**src/common/sacc_consts.svh**
```systemverilog
`ifndef SACC_CONSTS_SVH
`define SACC_CONSTS_SVH
`define SACC_ADDR_CTRL 8'h1F
`define SACC_ADDR_PINCFG 8'h9F
`define SACC_ADDR_RESULT 8'h1E
`define SACC_ADDR_FLAG 8'h0C
`define SACC_ADDR_ENABLE 8'h8C
`define SACC_ADDR_INTCTL 8'h0B
`define SACC_ADDR_PORTA 8'h05
`define SACC_ADDR_PORTE 8'h09
`define SACC_CTRL_RESET 8'h00
`define SACC_PINCFG_RESET 3'h0
`define SACC_BIT_POWER 0
`define SACC_BIT_GO 2
`define SACC_BIT_DONE 6
`define SACC_BIT_CONV_IE 6
`define SACC_BIT_PERIPH_IE 6
`define SACC_BIT_GLOBAL_IE 7
`define SACC_TRIG_MODE 4'hB
`define SACC_DIV2_HALF 5'h00
`define SACC_DIV8_HALF 5'h03
`define SACC_DIV32_HALF 5'h0F
`define SACC_BIT_PERIODS 4'h9
`define SACC_RC_DELAY 2'h3
`endif

```
**src/common/sacc_pkg.sv**
```systemverilog
package sacc_pkg;
	typedef enum logic [1:0] {
		SACC_CLK_DIV2 = 2'h0,
		SACC_CLK_DIV8 = 2'h1,
		SACC_CLK_DIV32 = 2'h2,
		SACC_CLK_RC = 2'h3
	} sacc_clk_sel_t;
	typedef enum logic [3:0] {
		SACC_IDLE = 4'h1,
		SACC_WAIT = 4'h2,
		SACC_CONV = 4'h4,
		SACC_DONE = 4'h8
	} sacc_state_t;
endpackage

```
**src/verilog/sacc_sync.sv**
```systemverilog
`timescale 1ns/1ps
// Two-flop synchroniser for pin-side levels
module sacc_sync #(
	parameter int WIDTH = 1
) (
	input wire logic ref_clk_i,
	input wire logic rstn_i,
	input wire logic [WIDTH-1:0] d_i,
	output logic [WIDTH-1:0] q_o
);
	logic [WIDTH-1:0] meta_ff;
	logic [WIDTH-1:0] q_ff;
	initial begin
		if (WIDTH < 1) $error("width must be positive");
	end
	// First stage feeds only the second stage
	always_ff @(posedge ref_clk_i) begin
		if (!rstn_i) begin
			meta_ff <= '0;
			q_ff <= '0;
		end else begin
			meta_ff <= d_i;
			q_ff <= meta_ff;
		end
	end
	assign q_o = q_ff;
endmodule

```
**src/verilog/sacc_tick.sv**
```systemverilog
`timescale 1ns/1ps
`include "sacc_consts.svh"
// Conversion clock tick generator: one pulse per per-bit period
module sacc_tick (
	input wire logic ref_clk_i,
	input wire logic rstn_i,
	input wire logic run_i,
	input wire logic [1:0] sel_i,
	input wire logic rc_edge_i,
	output logic tick_o
);
	logic [4:0] cnt_ff;
	logic [4:0] nxt_cnt;
	logic half_ff;
	logic nxt_half;
	logic [4:0] limit;
	logic fire;
	// Limit is half period minus one; a full period is two halves
	always_comb begin
		limit = `SACC_DIV2_HALF;
		fire = 1'b0;
		nxt_cnt = cnt_ff;
		nxt_half = half_ff;
		unique case (sacc_pkg::sacc_clk_sel_t'(sel_i))
			sacc_pkg::SACC_CLK_DIV2: limit = `SACC_DIV2_HALF;
			sacc_pkg::SACC_CLK_DIV8: limit = `SACC_DIV8_HALF;
			sacc_pkg::SACC_CLK_DIV32: limit = `SACC_DIV32_HALF;
			sacc_pkg::SACC_CLK_RC: limit = 5'h00;
		endcase
		if (!run_i) begin
			nxt_cnt = 5'h00;
			nxt_half = 1'b0;
		end else if (sel_i == 2'h3) begin
			fire = rc_edge_i;
		end else if (cnt_ff == limit) begin
			nxt_cnt = 5'h00;
			nxt_half = ~half_ff;
			fire = half_ff;
		end else begin
			nxt_cnt = cnt_ff + 5'h01;
		end
	end
	always_ff @(posedge ref_clk_i) begin
		if (!rstn_i) begin
			cnt_ff <= 5'h00;
			half_ff <= 1'b0;
		end else begin
			cnt_ff <= nxt_cnt;
			half_ff <= nxt_half;
		end
	end
	assign tick_o = fire;
endmodule

```
**src/verilog/sacc_top.sv**
```systemverilog
`timescale 1ns/1ps
`include "sacc_consts.svh"
// Converter control: registers, sequencer, pin configuration
module sacc_top (
	input wire logic ref_clk_i,
	input wire logic rstn_i,
	input wire logic [7:0] addr_i,
	input wire logic [7:0] wdata_i,
	input wire logic wr_i,
	input wire logic rd_i,
	output logic [7:0] rdata_o,
	input wire logic rc_clk_i,
	input wire logic sleep_i,
	input wire logic [3:0] cmp_mode_i,
	input wire logic cmp_trig_i,
	input wire logic [7:0] pin_level_i,
	input wire logic [7:0] conv_bits_i,
	input wire logic conv_bit_i,
	output logic [2:0] mux_sel_o,
	output logic analog_on_o,
	output logic sample_o,
	output logic sar_step_o,
	output logic [7:0] sar_trial_o,
	output logic [7:0] analog_pins_o,
	output logic vref_ext_o,
	output logic wake_o,
	output logic irq_o
);
	// Pin order in analog_pins_o / pin_level_i: RA0 RA1 RA2 RA3 RA5 RE0 RE1 RE2
	logic [7:0] ctrl_ff;
	logic [7:0] nxt_ctrl;
	logic [2:0] pcfg_ff;
	logic [2:0] nxt_pcfg;
	logic [7:0] result_ff;
	logic [7:0] nxt_result;
	logic [7:0] flag_ff;
	logic [7:0] nxt_flag;
	logic [7:0] pie_ff;
	logic [7:0] nxt_pie;
	logic [7:0] interrupt_control_reg_ff;
	logic [7:0] nxt_interrupt_control_reg;
	logic [7:0] rdata_ff;
	logic [7:0] nxt_rdata;
	sacc_pkg::sacc_state_t state_ff;
	sacc_pkg::sacc_state_t nxt_state;
	logic [3:0] bitcnt_ff;
	logic [3:0] nxt_bitcnt;
	logic [1:0] delay_ff;
	logic [1:0] nxt_delay;
	logic [7:0] sar_ff;
	logic [7:0] nxt_sar;
	logic [2:0] conv_idx_ff;
	logic [2:0] nxt_conv_idx;
	logic [7:0] pins_s;
	logic rc_s;
	logic sleep_s;
	logic trig_s;
	logic cmp_bit_s;
	logic rc_prev_ff;
	logic trig_prev_ff;
	logic rc_edge;
	logic trig_edge;
	logic tick;
	logic busy;
	logic power;
	logic halted;
	logic wr_ctrl;
	logic start_req;
	logic abort_req;
	logic finish;
	logic [7:0] analog_map;
	logic [7:0] trial_bit;

	// External levels cross into the clock domain before use
	sacc_sync #(.WIDTH(8)) u_pin_sync (
		.ref_clk_i(ref_clk_i),
		.rstn_i(rstn_i),
		.d_i(pin_level_i),
		.q_o(pins_s)
	);
	sacc_sync #(.WIDTH(3)) u_ctl_sync (
		.ref_clk_i(ref_clk_i),
		.rstn_i(rstn_i),
		.d_i({rc_clk_i, sleep_i, cmp_trig_i}),
		.q_o({rc_s, sleep_s, trig_s})
	);
	// Comparator answers our own trial on this clock; two sync stages would
	// not fit inside the two-cycle period of the fastest clock select
	assign cmp_bit_s = conv_bit_i;

	// Edge detectors read only synchronised signals
	always_ff @(posedge ref_clk_i) begin
		if (!rstn_i) begin
			rc_prev_ff <= 1'b0;
			trig_prev_ff <= 1'b0;
		end else begin
			rc_prev_ff <= rc_s;
			trig_prev_ff <= trig_s;
		end
	end
	assign rc_edge = rc_s & ~rc_prev_ff;
	assign trig_edge = trig_s & ~trig_prev_ff;

	assign power = ctrl_ff[`SACC_BIT_POWER];
	assign busy = ctrl_ff[`SACC_BIT_GO];
	// RC clock keeps running in sleep; other sources stop the converter
	assign halted = sleep_s && (ctrl_ff[7:6] != 2'h3);

	sacc_tick u_tick (
		.ref_clk_i(ref_clk_i),
		.rstn_i(rstn_i),
		.run_i(state_ff == sacc_pkg::SACC_CONV),
		.sel_i(ctrl_ff[7:6]),
		.rc_edge_i(rc_edge),
		.tick_o(tick)
	);

	// Pin configuration decode, bit order as the pin list above
	always_comb begin
		unique case (pcfg_ff)
			3'h0, 3'h1: analog_map = 8'hFF;
			3'h2, 3'h3: analog_map = 8'h1F;
			3'h4, 3'h5: analog_map = 8'h0B;
			default: analog_map = 8'h00;
		endcase
		// RA3 becomes reference input in odd codes below 110
		if (pcfg_ff[0] && !pcfg_ff[2]) begin
			analog_map[3] = 1'b0;
		end else if (pcfg_ff == 3'h5) begin
			analog_map[3] = 1'b0;
		end
	end
	assign vref_ext_o = pcfg_ff[0] && (pcfg_ff[2:1] != 2'h3);
	assign analog_pins_o = analog_map;

	assign wr_ctrl = wr_i && (addr_i == `SACC_ADDR_CTRL);
	// Start needs power on before this write and kept on by it; a write that
	// drops power also masks a trigger in the same cycle
	assign start_req = power && !busy && !(wr_ctrl && !wdata_i[`SACC_BIT_POWER]) &&
		((wr_ctrl && wdata_i[`SACC_BIT_GO]) ||
		(trig_edge && cmp_mode_i == `SACC_TRIG_MODE));
	assign abort_req = busy && ((wr_ctrl && (!wdata_i[`SACC_BIT_GO] ||
		!wdata_i[`SACC_BIT_POWER])) || halted);
	assign finish = (state_ff == sacc_pkg::SACC_CONV) && tick &&
		(bitcnt_ff == `SACC_BIT_PERIODS - 4'h1);
	// Bit under trial: count 1 tries bit 7, count 8 tries bit 0
	assign trial_bit = 8'h80 >> (bitcnt_ff[2:0] - 3'h1);

	// Sequencer: optional RC wait, nine periods, then completion
	always_comb begin
		nxt_state = state_ff;
		nxt_bitcnt = bitcnt_ff;
		nxt_delay = delay_ff;
		nxt_sar = sar_ff;
		nxt_conv_idx = conv_idx_ff;
		unique case (state_ff)
			sacc_pkg::SACC_IDLE, sacc_pkg::SACC_DONE: begin
				// A start right after completion must not be lost
				nxt_state = sacc_pkg::SACC_IDLE;
				if (start_req) begin
					nxt_conv_idx = ctrl_ff[5:3];
					nxt_sar = 8'h80;
					nxt_bitcnt = 4'h0;
					nxt_delay = `SACC_RC_DELAY;
					nxt_state = (ctrl_ff[7:6] == 2'h3) ? sacc_pkg::SACC_WAIT :
						sacc_pkg::SACC_CONV;
				end
			end
			sacc_pkg::SACC_WAIT: begin
				if (abort_req) begin
					nxt_state = sacc_pkg::SACC_IDLE;
				end else if (delay_ff == 2'h0) begin
					nxt_state = sacc_pkg::SACC_CONV;
				end else begin
					nxt_delay = delay_ff - 2'h1;
				end
			end
			sacc_pkg::SACC_CONV: begin
				if (abort_req) begin
					nxt_state = sacc_pkg::SACC_IDLE;
				end else if (tick) begin
					nxt_bitcnt = bitcnt_ff + 4'h1;
					// First period samples; the next eight resolve bits MSB first
					if (bitcnt_ff != 4'h0) begin
						nxt_sar = (cmp_bit_s ? sar_ff : (sar_ff & ~trial_bit)) |
							(trial_bit >> 1);
					end
					if (finish) begin
						nxt_state = sacc_pkg::SACC_DONE;
					end
				end
			end
			default: nxt_state = sacc_pkg::SACC_IDLE;
		endcase
	end
	always_ff @(posedge ref_clk_i) begin
		if (!rstn_i) begin
			state_ff <= sacc_pkg::SACC_IDLE;
			bitcnt_ff <= 4'h0;
			delay_ff <= 2'h0;
			sar_ff <= 8'h00;
			conv_idx_ff <= 3'h0;
		end else begin
			state_ff <= nxt_state;
			bitcnt_ff <= nxt_bitcnt;
			delay_ff <= nxt_delay;
			sar_ff <= nxt_sar;
			conv_idx_ff <= nxt_conv_idx;
		end
	end

	// Register writes, hardware updates of go/busy, result and done flag
	always_comb begin
		nxt_ctrl = ctrl_ff;
		nxt_pcfg = pcfg_ff;
		nxt_result = result_ff;
		nxt_flag = flag_ff;
		nxt_pie = pie_ff;
		nxt_interrupt_control_reg = interrupt_control_reg_ff;
		if (wr_i) begin
			unique case (addr_i)
				`SACC_ADDR_CTRL: nxt_ctrl = {wdata_i[7:3], busy, 1'b0, wdata_i[0]};
				`SACC_ADDR_PINCFG: nxt_pcfg = wdata_i[2:0];
				`SACC_ADDR_FLAG: nxt_flag = wdata_i;
				`SACC_ADDR_ENABLE: nxt_pie = wdata_i;
				`SACC_ADDR_INTCTL: nxt_interrupt_control_reg = wdata_i;
				default: ;
			endcase
		end
		if (start_req) begin
			nxt_ctrl[`SACC_BIT_GO] = 1'b1;
		end
		if (abort_req) begin
			nxt_ctrl[`SACC_BIT_GO] = 1'b0;
		end
		if (finish && !abort_req) begin
			nxt_result = {sar_ff[7:1], cmp_bit_s};
			nxt_ctrl[`SACC_BIT_GO] = 1'b0;
			nxt_flag[`SACC_BIT_DONE] = 1'b1;
		end
	end
	always_ff @(posedge ref_clk_i) begin
		if (!rstn_i) begin
			ctrl_ff <= `SACC_CTRL_RESET;
			pcfg_ff <= `SACC_PINCFG_RESET;
			result_ff <= 8'h00;
			flag_ff <= 8'h00;
			pie_ff <= 8'h00;
			interrupt_control_reg_ff <= 8'h00;
		end else begin
			ctrl_ff <= nxt_ctrl;
			pcfg_ff <= nxt_pcfg;
			result_ff <= nxt_result;
			flag_ff <= nxt_flag;
			pie_ff <= nxt_pie;
			interrupt_control_reg_ff <= nxt_interrupt_control_reg;
		end
	end

	// Read mux; analog pins read as zero on the port registers
	always_comb begin
		nxt_rdata = 8'h00;
		if (rd_i) begin
			unique case (addr_i)
				`SACC_ADDR_CTRL: nxt_rdata = ctrl_ff;
				`SACC_ADDR_PINCFG: nxt_rdata = {5'h00, pcfg_ff};
				`SACC_ADDR_RESULT: nxt_rdata = result_ff;
				`SACC_ADDR_FLAG: nxt_rdata = flag_ff;
				`SACC_ADDR_ENABLE: nxt_rdata = pie_ff;
				`SACC_ADDR_INTCTL: nxt_rdata = interrupt_control_reg_ff;
				`SACC_ADDR_PORTA: nxt_rdata = {2'h0, pins_s[4] & ~analog_map[4],
					1'b0, pins_s[3:0] & ~analog_map[3:0]};
				`SACC_ADDR_PORTE: nxt_rdata = {5'h00,
					pins_s[7:5] & ~analog_map[7:5]};
				default: nxt_rdata = 8'h00;
			endcase
		end
	end
	always_ff @(posedge ref_clk_i) begin
		if (!rstn_i) begin
			rdata_ff <= 8'h00;
		end else begin
			rdata_ff <= nxt_rdata;
		end
	end
	assign rdata_o = rdata_ff;

	// Analog side: pin level converted regardless of direction
	assign mux_sel_o = conv_idx_ff;
	assign analog_on_o = power && !halted;
	assign sample_o = (state_ff == sacc_pkg::SACC_CONV) && (bitcnt_ff == 4'h0);
	assign sar_step_o = (state_ff == sacc_pkg::SACC_CONV) && tick;
	assign sar_trial_o = sar_ff;
	// Wake and interrupt qualification from the done flag
	assign wake_o = flag_ff[`SACC_BIT_DONE] && pie_ff[`SACC_BIT_CONV_IE] &&
		interrupt_control_reg_ff[`SACC_BIT_PERIPH_IE];
	assign irq_o = wake_o && interrupt_control_reg_ff[`SACC_BIT_GLOBAL_IE];

	// Checks on control, sequencing and pin decode
	done_flag_set_a: assert property (@(posedge ref_clk_i) disable iff (!rstn_i)
		$fell(busy) && !$past(abort_req) |-> flag_ff[`SACC_BIT_DONE])
		else $error("go bit fell without done flag");
	go_start_a: assert property (@(posedge ref_clk_i) disable iff (!rstn_i)
		wr_ctrl && wdata_i[2] && wdata_i[0] && power && !busy |=> busy)
		else $error("start not taken");
	abort_keep_a: assert property (@(posedge ref_clk_i) disable iff (!rstn_i)
		abort_req |=> $stable(result_ff) && !$rose(flag_ff[6]))
		else $error("abort changed result");
	off_start_a: assert property (@(posedge ref_clk_i) disable iff (!rstn_i)
		!power && !busy |=> !busy)
		else $error("start while powered off");
	wake_qual_a: assert property (@(posedge ref_clk_i) disable iff (!rstn_i)
		flag_ff[6] && pie_ff[6] && interrupt_control_reg_ff[6] |-> wake_o && (irq_o == interrupt_control_reg_ff[7]))
		else $error("wake or interrupt wrong");
	pin_read_a: assert property (@(posedge ref_clk_i) disable iff (!rstn_i)
		rd_i && addr_i == 8'h09 && pcfg_ff == 3'h0 |=> rdata_o == 8'h00)
		else $error("analog pin read nonzero");
	rc_wait_a: assert property (@(posedge ref_clk_i) disable iff (!rstn_i)
		state_ff == sacc_pkg::SACC_IDLE && start_req && ctrl_ff[7:6] == 2'h3
		|=> state_ff == sacc_pkg::SACC_WAIT)
		else $error("rc start without wait");
	sleep_abort_a: assert property (@(posedge ref_clk_i) disable iff (!rstn_i)
		halted && busy |=> !busy && power)
		else $error("sleep did not abort");
	power_off_abort_a: assert property (@(posedge ref_clk_i) disable iff (!rstn_i)
		wr_ctrl && !wdata_i[0] |=> state_ff == sacc_pkg::SACC_IDLE && !busy)
		else $error("power off left conversion running");
	go_abort_a: assert property (@(posedge ref_clk_i) disable iff (!rstn_i)
		wr_ctrl && !wdata_i[2] && busy |=> !busy && $stable(result_ff))
		else $error("go clear did not abort");
	chan_hold_a: assert property (@(posedge ref_clk_i) disable iff (!rstn_i)
		busy && $past(busy) |-> $stable(mux_sel_o))
		else $error("channel moved during conversion");
	conv_length_a: assert property (@(posedge ref_clk_i) disable iff (!rstn_i)
		$fell(busy) && !$past(abort_req) |-> $past(bitcnt_ff) == 4'h8)
		else $error("conversion not nine periods");
	pins_reset_a: assert property (@(posedge ref_clk_i) disable iff (!rstn_i)
		pcfg_ff == 3'h0 |-> analog_pins_o == 8'hFF && !vref_ext_o)
		else $error("code zero not all analog");
	pins_digital_a: assert property (@(posedge ref_clk_i) disable iff (!rstn_i)
		pcfg_ff[2:1] == 2'h3 |-> analog_pins_o == 8'h00 && !vref_ext_o)
		else $error("digital codes left analog pins");
	rc_wait_end_a: assert property (@(posedge ref_clk_i) disable iff (!rstn_i)
		state_ff == sacc_pkg::SACC_WAIT && !abort_req && delay_ff == 2'h0
		|=> state_ff == sacc_pkg::SACC_CONV)
		else $error("rc wait did not end");
endmodule
```
**config.mk**
```make
export PLATFORM = sky130hd
export DESIGN_NAME = sacc_top
export DESIGN_NICKNAME = d
export VERILOG_FILES = /design/src/common/sacc_pkg.sv /design/src/verilog/sacc_sync.sv /design/src/verilog/sacc_tick.sv /design/src/verilog/sacc_top.sv
export VERILOG_INCLUDE_DIRS = /design/src /design/src/common
export SDC_FILE = /design/constraint.sdc
export NUM_CORES = 1
export LEC_CHECK = 0
export ABC_AREA = 1
export BUFFER_PORTS_ARGS = -buffer_cell sky130_fd_sc_hd__buf_2
export CAP_MARGIN = 40
export CORE_MARGIN = 2
export CORE_UTILIZATION = 43
export DETAILED_ROUTE_END_ITERATION = 16
export GPL_TIMING_DRIVEN = 0
export PLACE_DENSITY = 0.7
export SLEW_MARGIN = 20
export SYNTH_ARGS = -nofsm -noshare
export SYNTH_HDL_FRONTEND = slang
export SYNTH_SLANG_ARGS = --single-unit
```
**constraint.sdc**
```tcl
create_clock -name ref_clk_i -period 1.8 [get_ports ref_clk_i]
set_input_delay 0.36 -clock ref_clk_i [delete_from_list [all_inputs] [get_ports ref_clk_i]]
set_output_delay 0.36 -clock ref_clk_i [all_outputs]
set_load 0.005 [all_outputs]
```
# After elaboration in Yosys (flattened, before gate mapping)
# Cells that the tools add are included.
[totals]
latch_bits = 0
mem_bits_ro = 0
word_cells = 173
n_memories = 0
regBits = 101
in_bits = 44
output_inout_bits = 33
ramBits = 0
[classes]
shift = 1
n_mux = 37
n_bitwise = 16
n_reduce_logical = 59
order_cmp = 0
addsub = 4
n_eq_ne = 34
div = 0
n_mul = 0
[op_table]
columns = ["op", "count"]
rows = [
  ["one-hot mux 8 bit (8 select lines)", 1],
  ["two-way mux 8 bit", 5],
  ["two-way mux 4 bit", 8],
  ["== test 8 x 4 -> 1 bit, second input constant", 3],
  ["one-hot mux 8 bit (3 select lines)", 1],
  ["logical AND 1 bit", 20],
  ["AND reduction 2 bit", 10],
  ["== test 8 x 5 -> 1 bit, second input constant", 2],
  ["== test 8 bit, second input constant", 2],
  ["inequality test 2 bit, second input constant", 8],
  ["one-hot mux 8 bit (2 select lines)", 1],
  ["one-hot mux 5 bit (3 select lines)", 1],
  ["two-way mux 7 bit", 2],
  ["== test 4 bit, second input constant", 3],
  ["one-hot mux 4 bit (3 select lines)", 1],
  ["OR reduction 2 bit", 5],
  ["two-way mux 3 bit", 3],
  ["inequality test 3 bit, second input constant", 3],
  ["bitwise AND 8 bit", 1],
  ["== test 8 x 3 -> 1 bit, second input constant", 1],
  ["two-way mux 1 bit", 8],
  ["inverter 8 bit", 1],
  ["OR 8 x 7 -> 8 bit", 1],
  ["one-hot mux 4 bit (2 select lines)", 1],
  ["34 further kinds", 59],
]

# Logic depth before layout (Yosys ltp)
# Gate-level depths: netlist of the first run.
[logic_depth]
word_depth = 13
depth_mapped = 12
ltp_nobuf = 12

# Hierarchy
# A second synthesis of the first run with hierarchy kept.
[hier_totals]
cells_unflattened = 648
area_unflattened_um2 = 4680.7
[modules_own_cells]
columns = ["mod", "cells_each", "instances", "area_each_um2", "seq_area_each_um2"]
rows = [
  ["sacc_top", 525, 1, 3632.2, 1461.4],
  ["sacc_sync (u_pin_sync)", 50, 1, 484.2, 320.3],
  ["sacc_tick", 55, 1, 399.1, 120.1],
  ["sacc_sync (u_ctl_sync)", 18, 1, 165.2, 120.1],
]

# Least setup slack after synthesis of the first run
# Ideal clock, no wire load.
[synth_path]
path_kind = "reg2reg"
from = "register ctrl_ff[6]"
to = "register result_ff[0]"
arrival_time_ns = 1.563
t_required_ns = 1.684
stages_incl_launch_ff = 9
path_slack_ns = 0.121
path_buffers = 0
setup_time_ns = 0.116
cell_sequence = "dfxtp_1 -> inv_1 -> ha_1 -> o21ai_1 -> nand4_2 -> a21oi_4 -> nand3_2 -> o21ai_0 -> nor2_1"
[synth_between]
elab_chain_len = 10
elab_cells_between_ends = 18
cone_classes = "eq/ne (5); mux (4); reduce/logical (9)"
[synth_rtl]
columns = ["element", "line_no", "rtl"]
rows = [
  ["start, declared", "sacc_top.sv:30", "logic [7:0] ctrl_ff;"],
  ["start signal, assigned", "sacc_top.sv:244", "ctrl_ff <= `SACC_CTRL_RESET;"],
  ["start signal, assigned", "sacc_top.sv:251", "ctrl_ff <= nxt_ctrl;"],
  ["== test 2 bit or zero test 2 bit (tied branches)", "sacc_tick.sv:24, sacc_tick.sv:33", ""],
  ["OR reduction 2 bit (no source line)", "n/a", ""],
  ["one-hot mux 5 bit (3 select lines)", "sacc_tick.sv:24", "unique case (sacc_pkg::sacc_clk_sel_t'(sel_i))"],
  ["== test 5 bit", "sacc_tick.sv:35", "end else if (cnt_ff == limit) begin"],
  ["two-way mux 1 bit", "sacc_tick.sv:35", ""],
  ["two-way mux 1 bit *", "sacc_tick.sv:33", "end else if (sel_i == 2'h3) begin"],
  ["two-way mux 1 bit *", "sacc_tick.sv:30", "if (!run_i) begin"],
  ["logical AND 1 bit *", "n/a", ""],
  ["named net sar_step_o", "sacc_top.sv:22", "output logic sar_step_o,"],
  ["logical AND 1 bit *", "sacc_top.sv:144", "assign finish = (state_ff == sacc_pkg::SACC_CONV) && tick &&"],
  ["logical AND 1 bit *", "sacc_top.sv:236", "if (finish && !abort_req) begin"],
  ["end signal, assigned", "sacc_top.sv:253", "result_ff <= nxt_result;"],
  ["end, declared", "sacc_top.sv:34", "logic [7:0] result_ff;"],
]
# Mark *: on every way through the listed nets, which the timed path passes. The rest lies on a longest branch. The select of a mux whose other input is x is not followed.
# A chain may end at the register's enable or synchronous reset.

# Worst setup path after layout of the first run
[layout_path]
from = "register ctrl_ff[7]"
to = "output port sar_step_o"
[layout_between]
elab_chain_len = 8
elab_cells_between_ends = 11
cone_classes = "eq/ne (4); mux (4); reduce/logical (3)"
[layout_rtl]
columns = ["element", "line_no", "rtl"]
rows = [
  ["== test 2 bit or zero test 2 bit (tied branches)", "sacc_tick.sv:24, sacc_tick.sv:33", ""],
  ["OR reduction 2 bit (no source line)", "n/a", ""],
  ["one-hot mux 5 bit (3 select lines)", "sacc_tick.sv:24", ""],
  ["== test 5 bit", "sacc_tick.sv:35", ""],
  ["two-way mux 1 bit", "sacc_tick.sv:35", ""],
  ["two-way mux 1 bit *", "sacc_tick.sv:33", ""],
  ["two-way mux 1 bit *", "sacc_tick.sv:30", ""],
  ["logical AND 1 bit *", "sacc_top.sv:292", "assign sar_step_o = (state_ff == sacc_pkg::SACC_CONV) && tick;"],
  ["end, declared", "sacc_top.sv:22", ""],
]
# Mark *: on every way between the ends. The rest lies on a longest branch, timed or not. The select of a mux whose other input is x is not followed.

==> results of run 1 <==
worst max-delay path, stage by stage (launching register included):
cell and delay, ns:
dfxtp_4 0.38, ha_2 0.21, inv_2 0.08, nand2_1 0.09
a21oi_4 0.16, nand4_4 0.13, a21oi_4 0.15, buf_2 0.12
where the power goes:
part           leakage (nW)  internal [mW]  switching, mW
logic                  1.62         0.0619          0.121
registers             0.822           2.25        0.00795
clock network         0.113          0.694          0.885
layout make-up:
cell class	instances	area, um^2	share of cell area (%)
Sequential cell	101	2040	35.9
Buffer	20	115	2.03
Clock buffer	9	124	2.18
Inverter	103	398	7.01
Tap cell	140	175	3.09
Timing Repair Buffer	83	462	8.14
Clock inverter	7	97.6	1.72
Multi-Input combinational cell	427	2260	39.9
state kept, by name, summed over array words and instances, names as in the netlist, 5 cells and up:
register                  flops
result_ff                     8
sar_trial_o                   8
interrupt_control_reg_ff      8
u_pin_sync.meta_ff            8
u_pin_sync.q_o                8
flag_ff                       8
pie_ff                        8
u_tick.cnt_ff                 5
rdata_o                       8
ctrl_ff                       7
logic make-up after synthesis:
family	Yosys count	synth area share, %
and+or+nand+nor	284	27.1
AOI/OAI and AO/OA	127	15.0
buffers and inverters	123	10.8
DFF	101	43.4
adders and majority gates	10	2.69
xor gates and xnor gates	5	0.940
synth_stat cells (2+ instances only):
cell / number
nand2_1: 129
dfxtp_1: 101
inv_1: 93
nor2_1: 87
o21ai_0: 54
a21oi_1: 50
nand3_1: 28
nand4_1: 12
clkbuf_1: 10
ha_1: 10
nor3_1: 8
inv_2: 7
buf_4: 5
o22ai_1: 5
nand3_2: 4
xor2_1: 4
a211oi_1: 3
buf_2: 3
nand2_2: 3
nor2_4: 3
o21ai_1: 3
a221oi_1: 2
a31oi_1: 2
nand2_4: 2
nor2_2: 2
o2111ai_1: 2
per-stage QoR:
| stage | utilization [%] | cell area [um^2] | setup TNS (ns) | hold WS, ns |
|---|---|---|---|---|
| floorplan | - | 4660 | 0 | 0.390 |
| global placement | 48.3 | 5160 | -2.60 | 0.392 |
| detailed placement | 48.3 | 5160 | -3.84 | 0.401 |
| CTS | 51.8 | 5540 | -1.49 | 0.147 |
| global route | 53.0 | 5670 | -4.77 | 0.156 |
| finish | 53.0 | 5670 | -1.97 | 0.165 |
per-layer routing:
layer  vias up  share of wire, %  GRT usage (%)
met5         -                 0              0
met4         0               2.2           10.3
met3        24               5.8           3.62
met2       147                47           34.1
met1      2067                45           28.3
li1       2275                 -              -
timing repair:
item                       CTS  global route
pin swaps                    9             6
cloned                       2             0
buffers inserted             8             8
setup endpoints to repair   27            30
resized for setup           33            19
path summary, 6_finish.rpt:
path	startpoint	end
worst max register to register	ctrl_ff[7]	flag_ff[6]
worst min-delay path	pin_level_i[1]	u_pin_sync.meta_ff[1]
worst min register to register	u_pin_sync.meta_ff[7]	u_pin_sync.q_o[7]
worst max-delay path	ctrl_ff[7]	sar_step_o
==> results.py, run 1 <==
metrics = {
    "hold_path": {
        "hold_class": "input pin to flop",
        "hold_depth": 3,
    },
    "clocking": {
        "worstSkewPairLatency_ns": 0.37,
        "cts_hold_buf": 0,
        "h-tree-depth": 3,
        "clkTransAtPathRegs_ns": 0.11,
        "clock_path_buffers": 2,
        "cts-buffers-inserted": 9,
        "clock-sinks": 101,
        "cts_tree": "yes",
        "cts-root-buf": "clkbuf_8",
    },
    "floorplan": {
        "rows": 38,
        "die_area_mm2": 0.0117,
        "io_pins": 77,
        "fp.dieW_um": 108,
        "core-area_mm2": 0.0107,
        "start_util_pct": 43.6,
        "die_y_um": 108,
    },
    "sta": {
        "max_slew.worst_pin.slew_ns": 0.570,
        "setup_viol": 25,
        "clock_skew_ns": 0.0113,
        "fmax_mhz": 488,
        "finalWorstSetupSlack_ns": -0.249,
        "finalCriticalPeriod_ns": 2.05,
        "finalMaxSlewViolations": 0,
        "min_period_over_period_pct": 114,
        "grt_setup_unrepaired": "yes",
        "max-slew-margin-rel_pct": 61.7,
        "hold_viol_final": 0,
    },
    "drt": {
        "wire_per_inst_um": 14.0,
        "routed_via_density": 5.07,
        "ant_nets": 0,
        "drc_errors": 0,
        "drt-total-wl_um": 12400,
        "drtPass1Iterations": 6,
        "drt_iter0_markers": 219,
        "vias": 4513,
    },
    "synth": {
        "synth-seq-area-share_pct": 43.4,
        "ys_warn_count": 0,
        "yosysUniqueCellTypes": 44,
        "syn_nets": 704,
        "synth_area_mm2": 0.00466,
        "avgSynthCellArea_um2": 7.17,
        "syn-instance-count": 650,
        "synth_top_area_share_pct": 43.4,
        "synth-main-ff-cell": "dfxtp_1",
        "async_flop_share_pct": 0,
        "synth_top_area_cell": "dfxtp_1",
        "synth_area_leaders": "dfxtp_1, nand2_1, inv_1, nor2_1, o21ai_0",
        "synth_edf_count": 0,
        "ys_ff_latch": 101,
    },
    "power": {
        "p_per_area_mw_per_mm2": 709,
        "p_leak_nw": 2.56,
        "power_mw": 4.02,
        "vdd_drop_max_uv": 392,
    },
    "critical_path": {
        "cp_data_arrival_time_ns": 1.69,
        "reg2reg_slack_ns": -0.11,
        "start_kind": "flop",
        "critPathCaptureType": "output port",
        "r2r_cells": 11,
        "crit_required_ns": 1.44,
        "crit_fanout": 5,
        "path_class": "flop to output port",
    },
    "global_routing": {
        "grt_max_degree": 21,
        "grt_pass1_vias": 4194,
        "grt-ovfl-total": 0,
        "grt_pass1_wl_um": 19700,
        "grt_antenna_before_repair": 0,
        "grtUsageTotal_pct": 21.4,
    },
    "finish": {
        "fillers": 1033,
        "final_cells": 890,
        "area_growth_pct": 21.8,
        "final_cell_mix": "nand2_1, dfxtp_1, inv_1, nor2_1, buf_2",
        "drive_above_1_share_pct": 22.3,
        "num_antenna_cells": 0,
        "layout.nets": 799,
        "final_common_cell": "nand2_1",
    },
    "job": {
        "maxCapViolations": 0,
    },
    "placed_design": {
        "dp_hpwl_um": 8990,
        "dp_slack_ns": -0.205,
        "gp_congestion": 0.900,
        "numPortBuffers": 66,
        "place_inst": 856,
    },
    "status": {
        "status": "finished, violations left",
        "failed_checks": "setup timing",
    },
}
No activity file was read; power rests on OpenSTA's default activity.
==> inputs of run 2 (changes only) <==
Settings changed: CELL_PAD_IN_SITES_DETAIL_PLACEMENT from default to 1, CELL_PAD_IN_SITES_GLOBAL_PLACEMENT from default to 1, CORE_UTILIZATION 43 to 40, PLACE_DENSITY 0.7 to 0.85, SYNTH_HIERARCHICAL from default to 1.
==> run 2 against run 1 <==
The flow still finishes with violations (setup timing). Largest power group unchanged. Sequential cell count unchanged. Combinational power up 8%. Die area up 7.7%. Critical path type is now flop to flop. Clock skew about the same. Register-to-register slack worse by 0.41 ns. Worst setup slack worse by 0.27 ns. Via count up 6.9%. Routed wire length up 30%. Global-route usage up 3.7 points. Final cell count up 1.7%.
==> results.py, run 2 <==
metrics = {
    "sta": {
        "fmax_mhz": 431,
        "setup_viol": 26,
        "finalWorstSetupSlack_ns": -0.522,
        "finalCriticalPeriod_ns": 2.32,
        "holdWs_ns": 0.187,
        "max_slew.worst_pin.slew_ns": 0.695,
        "finalMaxSlewViolations": 0,
        "min_period_over_period_pct": 129,
        "max-slew-margin-rel_pct": 53.6,
        "grt_setup_unrepaired": "yes",
        "hold_viol_final": 0,
        "clock_skew_ns": 0.0115,
    },
    "clocking": {
        "cts_tree": "yes",
        "cts-root-buf": "clkbuf_16",
        "clkTransAtPathRegs_ns": 0.07,
        "cts-buffers-inserted": 9,
        "worstSkewPairLatency_ns": 0.35,
        "clock_path_buffers": 2,
        "clock-sinks": 101,
        "h-tree-depth": 3,
    },
    "power": {
        "swShare_pct": 22.2,
        "power.internal_mw": 3.57,
        "vdd_drop_max_uv": 493,
        "p_leak_nw": 2.76,
        "clockPowerShare_pct": 46.5,
        "p_per_area_mw_per_mm2": 753,
        "combPwrFrac_pct": 4.3,
        "p_switching_mw": 1.02,
        "p_seq_share_pct": 49.2,
    },
    "critical_path": {
        "crit_fanout": 5,
        "start_kind": "flop",
        "critPathCaptureType": "flop",
        "path_class": "flop to flop",
        "crit_required_ns": 2.08,
        "cp_data_arrival_time_ns": 2.60,
    },
    "hold_path": {
        "hold_class": "input pin to flop",
    },
    "drt": {
        "ant_nets": 0,
        "vias": 4823,
        "drt-total-wl_um": 16200,
        "drtPass1Iterations": 4,
        "drc_errors": 0,
        "routed_via_density": 5.33,
        "wire_per_inst_um": 17.9,
        "drt_iter0_markers": 228,
    },
    "finish": {
        "final_common_cell": "nand2_1",
        "num_antenna_cells": 0,
        "register_area_mm2": 0.00204,
        "area_growth_pct": 30.3,
        "postLayoutCellArea_mm2": 0.00610,
        "final_cell_mix": "nand2_1, inv_1, dfxtp_1, buf_2, a21oi_1",
        "multi_input_area_mm2": 0.00237,
        "layout.nets": 810,
        "fin_util_pct": 53.4,
        "fillers": 1474,
        "drive_above_1_share_pct": 29.7,
    },
    "synth": {
        "avgSynthCellArea_um2": 7.22,
        "ys_warn_count": 6,
        "yosysUniqueCellTypes": 41,
        "synth-seq-area-share_pct": 43.2,
        "synth_top_area_share_pct": 43.2,
        "async_flop_share_pct": 0,
        "syn_nets": 701,
        "yosys-top-cells-count": "nand2_1, dfxtp_1, inv_1, a21oi_1, nor2_1",
        "syn-instance-count": 648,
        "synth_edf_count": 0,
        "synth.most_common_cell": "nand2_1",
        "synth_area_leaders": "dfxtp_1, nand2_1, inv_1, a21oi_1, o21ai_0",
        "ys_ff_latch": 101,
        "synth-main-ff-cell": "dfxtp_1",
        "synth_top_area_cell": "dfxtp_1",
        "synth_area_mm2": 0.00468,
    },
    "floorplan": {
        "die_area_mm2": 0.0126,
        "io_pins": 77,
        "rows": 39,
        "core-area_mm2": 0.0114,
        "fp.dieW_um": 112,
        "start_util_pct": 41.0,
        "die_y_um": 112,
    },
    "global_routing": {
        "top_usage_layer": "met2",
        "grtUsageTotal_pct": 25.2,
        "met3_usage_pct": 3.35,
        "grt_pass1_vias": 5048,
        "grt_max_degree": 17,
        "grtUsageMet1_pct": 30.1,
        "grt_pass1_wl_um": 25400,
        "grt_antenna_before_repair": 0,
        "use_met2_pct": 45.4,
        "grt-ovfl-total": 0,
    },
    "status": {
        "status": "finished, violations left",
        "failed_checks": "setup timing",
    },
    "job": {
        "maxCapViolations": 0,
    },
    "placed_design": {
        "numPortBuffers": 67,
        "gp_congestion": 0.859,
        "dp_hpwl_um": 10300,
        "placed_area_mm2": 0.00523,
    },
}
[run 2: cell count changes after synthesis, moves of 3 or more]
cell and delta:
nor2_2 +5, a21oi_1 +15, clkbuf_1 -3, nand2_2 +9, o21ai_0 +5, inv_1 +8, nor2_1 -23, nand2_1 -12
nand3b_1 +3, nand3_1 -5
[run 2: cell type report]
type / instances / share of cell area, %
Timing Repair Buffer: 99 / 10.2
Buffer: 20 / 2.38
Clock buffer: 10 / 3.92
Tap cell: 143 / 2.93
Clock inverter: 6 / 1.42
Inverter: 110 / 6.85
Sequential cell: 101 / 33.5
Multi-Input combinational cell: 416 / 38.8
[run 2: what timing repair did]
item	in CTS	in global routing
setup endpoints to repair	36	52
gates resized for setup	47	40
buffers inserted	23	16
cloned	1	0
hold buffers	0	0
pin swaps	15	12
[run 2: critical path, stage by stage (launching register included)]
cell	delay (ns)
dfxtp_4	0.40
inv_4	0.04
ha_4	0.28
nand2_4	0.05
a21oi_2	0.14
nand4_1	0.19
a21oi_4	0.25
nand2_2	0.08
buf_4	0.15
nand2_4	0.07
nand4_4	0.15
buf_6	0.19
nand2_1	0.06
nand2_1	0.06
nor2_1	0.13
[run 2: final timing paths]
check,startpoint,end,slack [ns],depth (start not counted)
setup / recovery,ctrl_ff[6],sar_trial_o[4],-0.52,14
hold / removal,pin_level_i[6],u_pin_sync/meta_ff[6],0.19,3
setup reg to reg,ctrl_ff[6],sar_trial_o[4],-0.52,14
hold reg to reg,u_pin_sync/meta_ff[0],u_pin_sync/q_o[0],0.42,2
[run 2: per-layer routing]
metal / vias up / share of wire (%)
li1: 2286 / -
met3: 42 / 3.2
met2: 115 / 52
met1: 2380 / 42
met5: - / 0
met4: 0 / 3.1
[run 2: kinds of logic after synthesis]
logic type                 share of synthesized area, %
AOI/OAI and AO/OA                                  16.6
xor gates and xnor gates                          0.936
adders and majority gates                          2.41
buffers and inverters                              11.8
DFF                                                43.2
and+or+nand+nor                                    25.1
[run 2: power by group through the flow]
stage / sequential, mW / clock (mW) / combinational [mW]
5_1_grt: 2.26 / 2.27 / 0.219
3_5_place_dp: 2.32 / 0 / 0.187
3_3_place_gp: 2.32 / 0 / 0.178
6_report: 2.26 / 2.13 / 0.197
2_1_floorplan: 2.32 / 0 / 0.0970
4_1_cts: 2.27 / 2.15 / 0.192
[run 2: per-stage QoR]
stage	cells	TNS [ns]	power, mW	worst slack [ns]
2_1_floorplan	648	-0.885	2.41	-0.0792
3_3_place_gp	858	-12.44	2.50	-0.457
3_5_place_dp	858	-17.49	2.51	-0.577
4_1_cts	897	-6.54	4.61	-0.402
5_1_grt	905	-12.86	4.75	-0.604
6_report	905	-10.70	4.59	-0.522
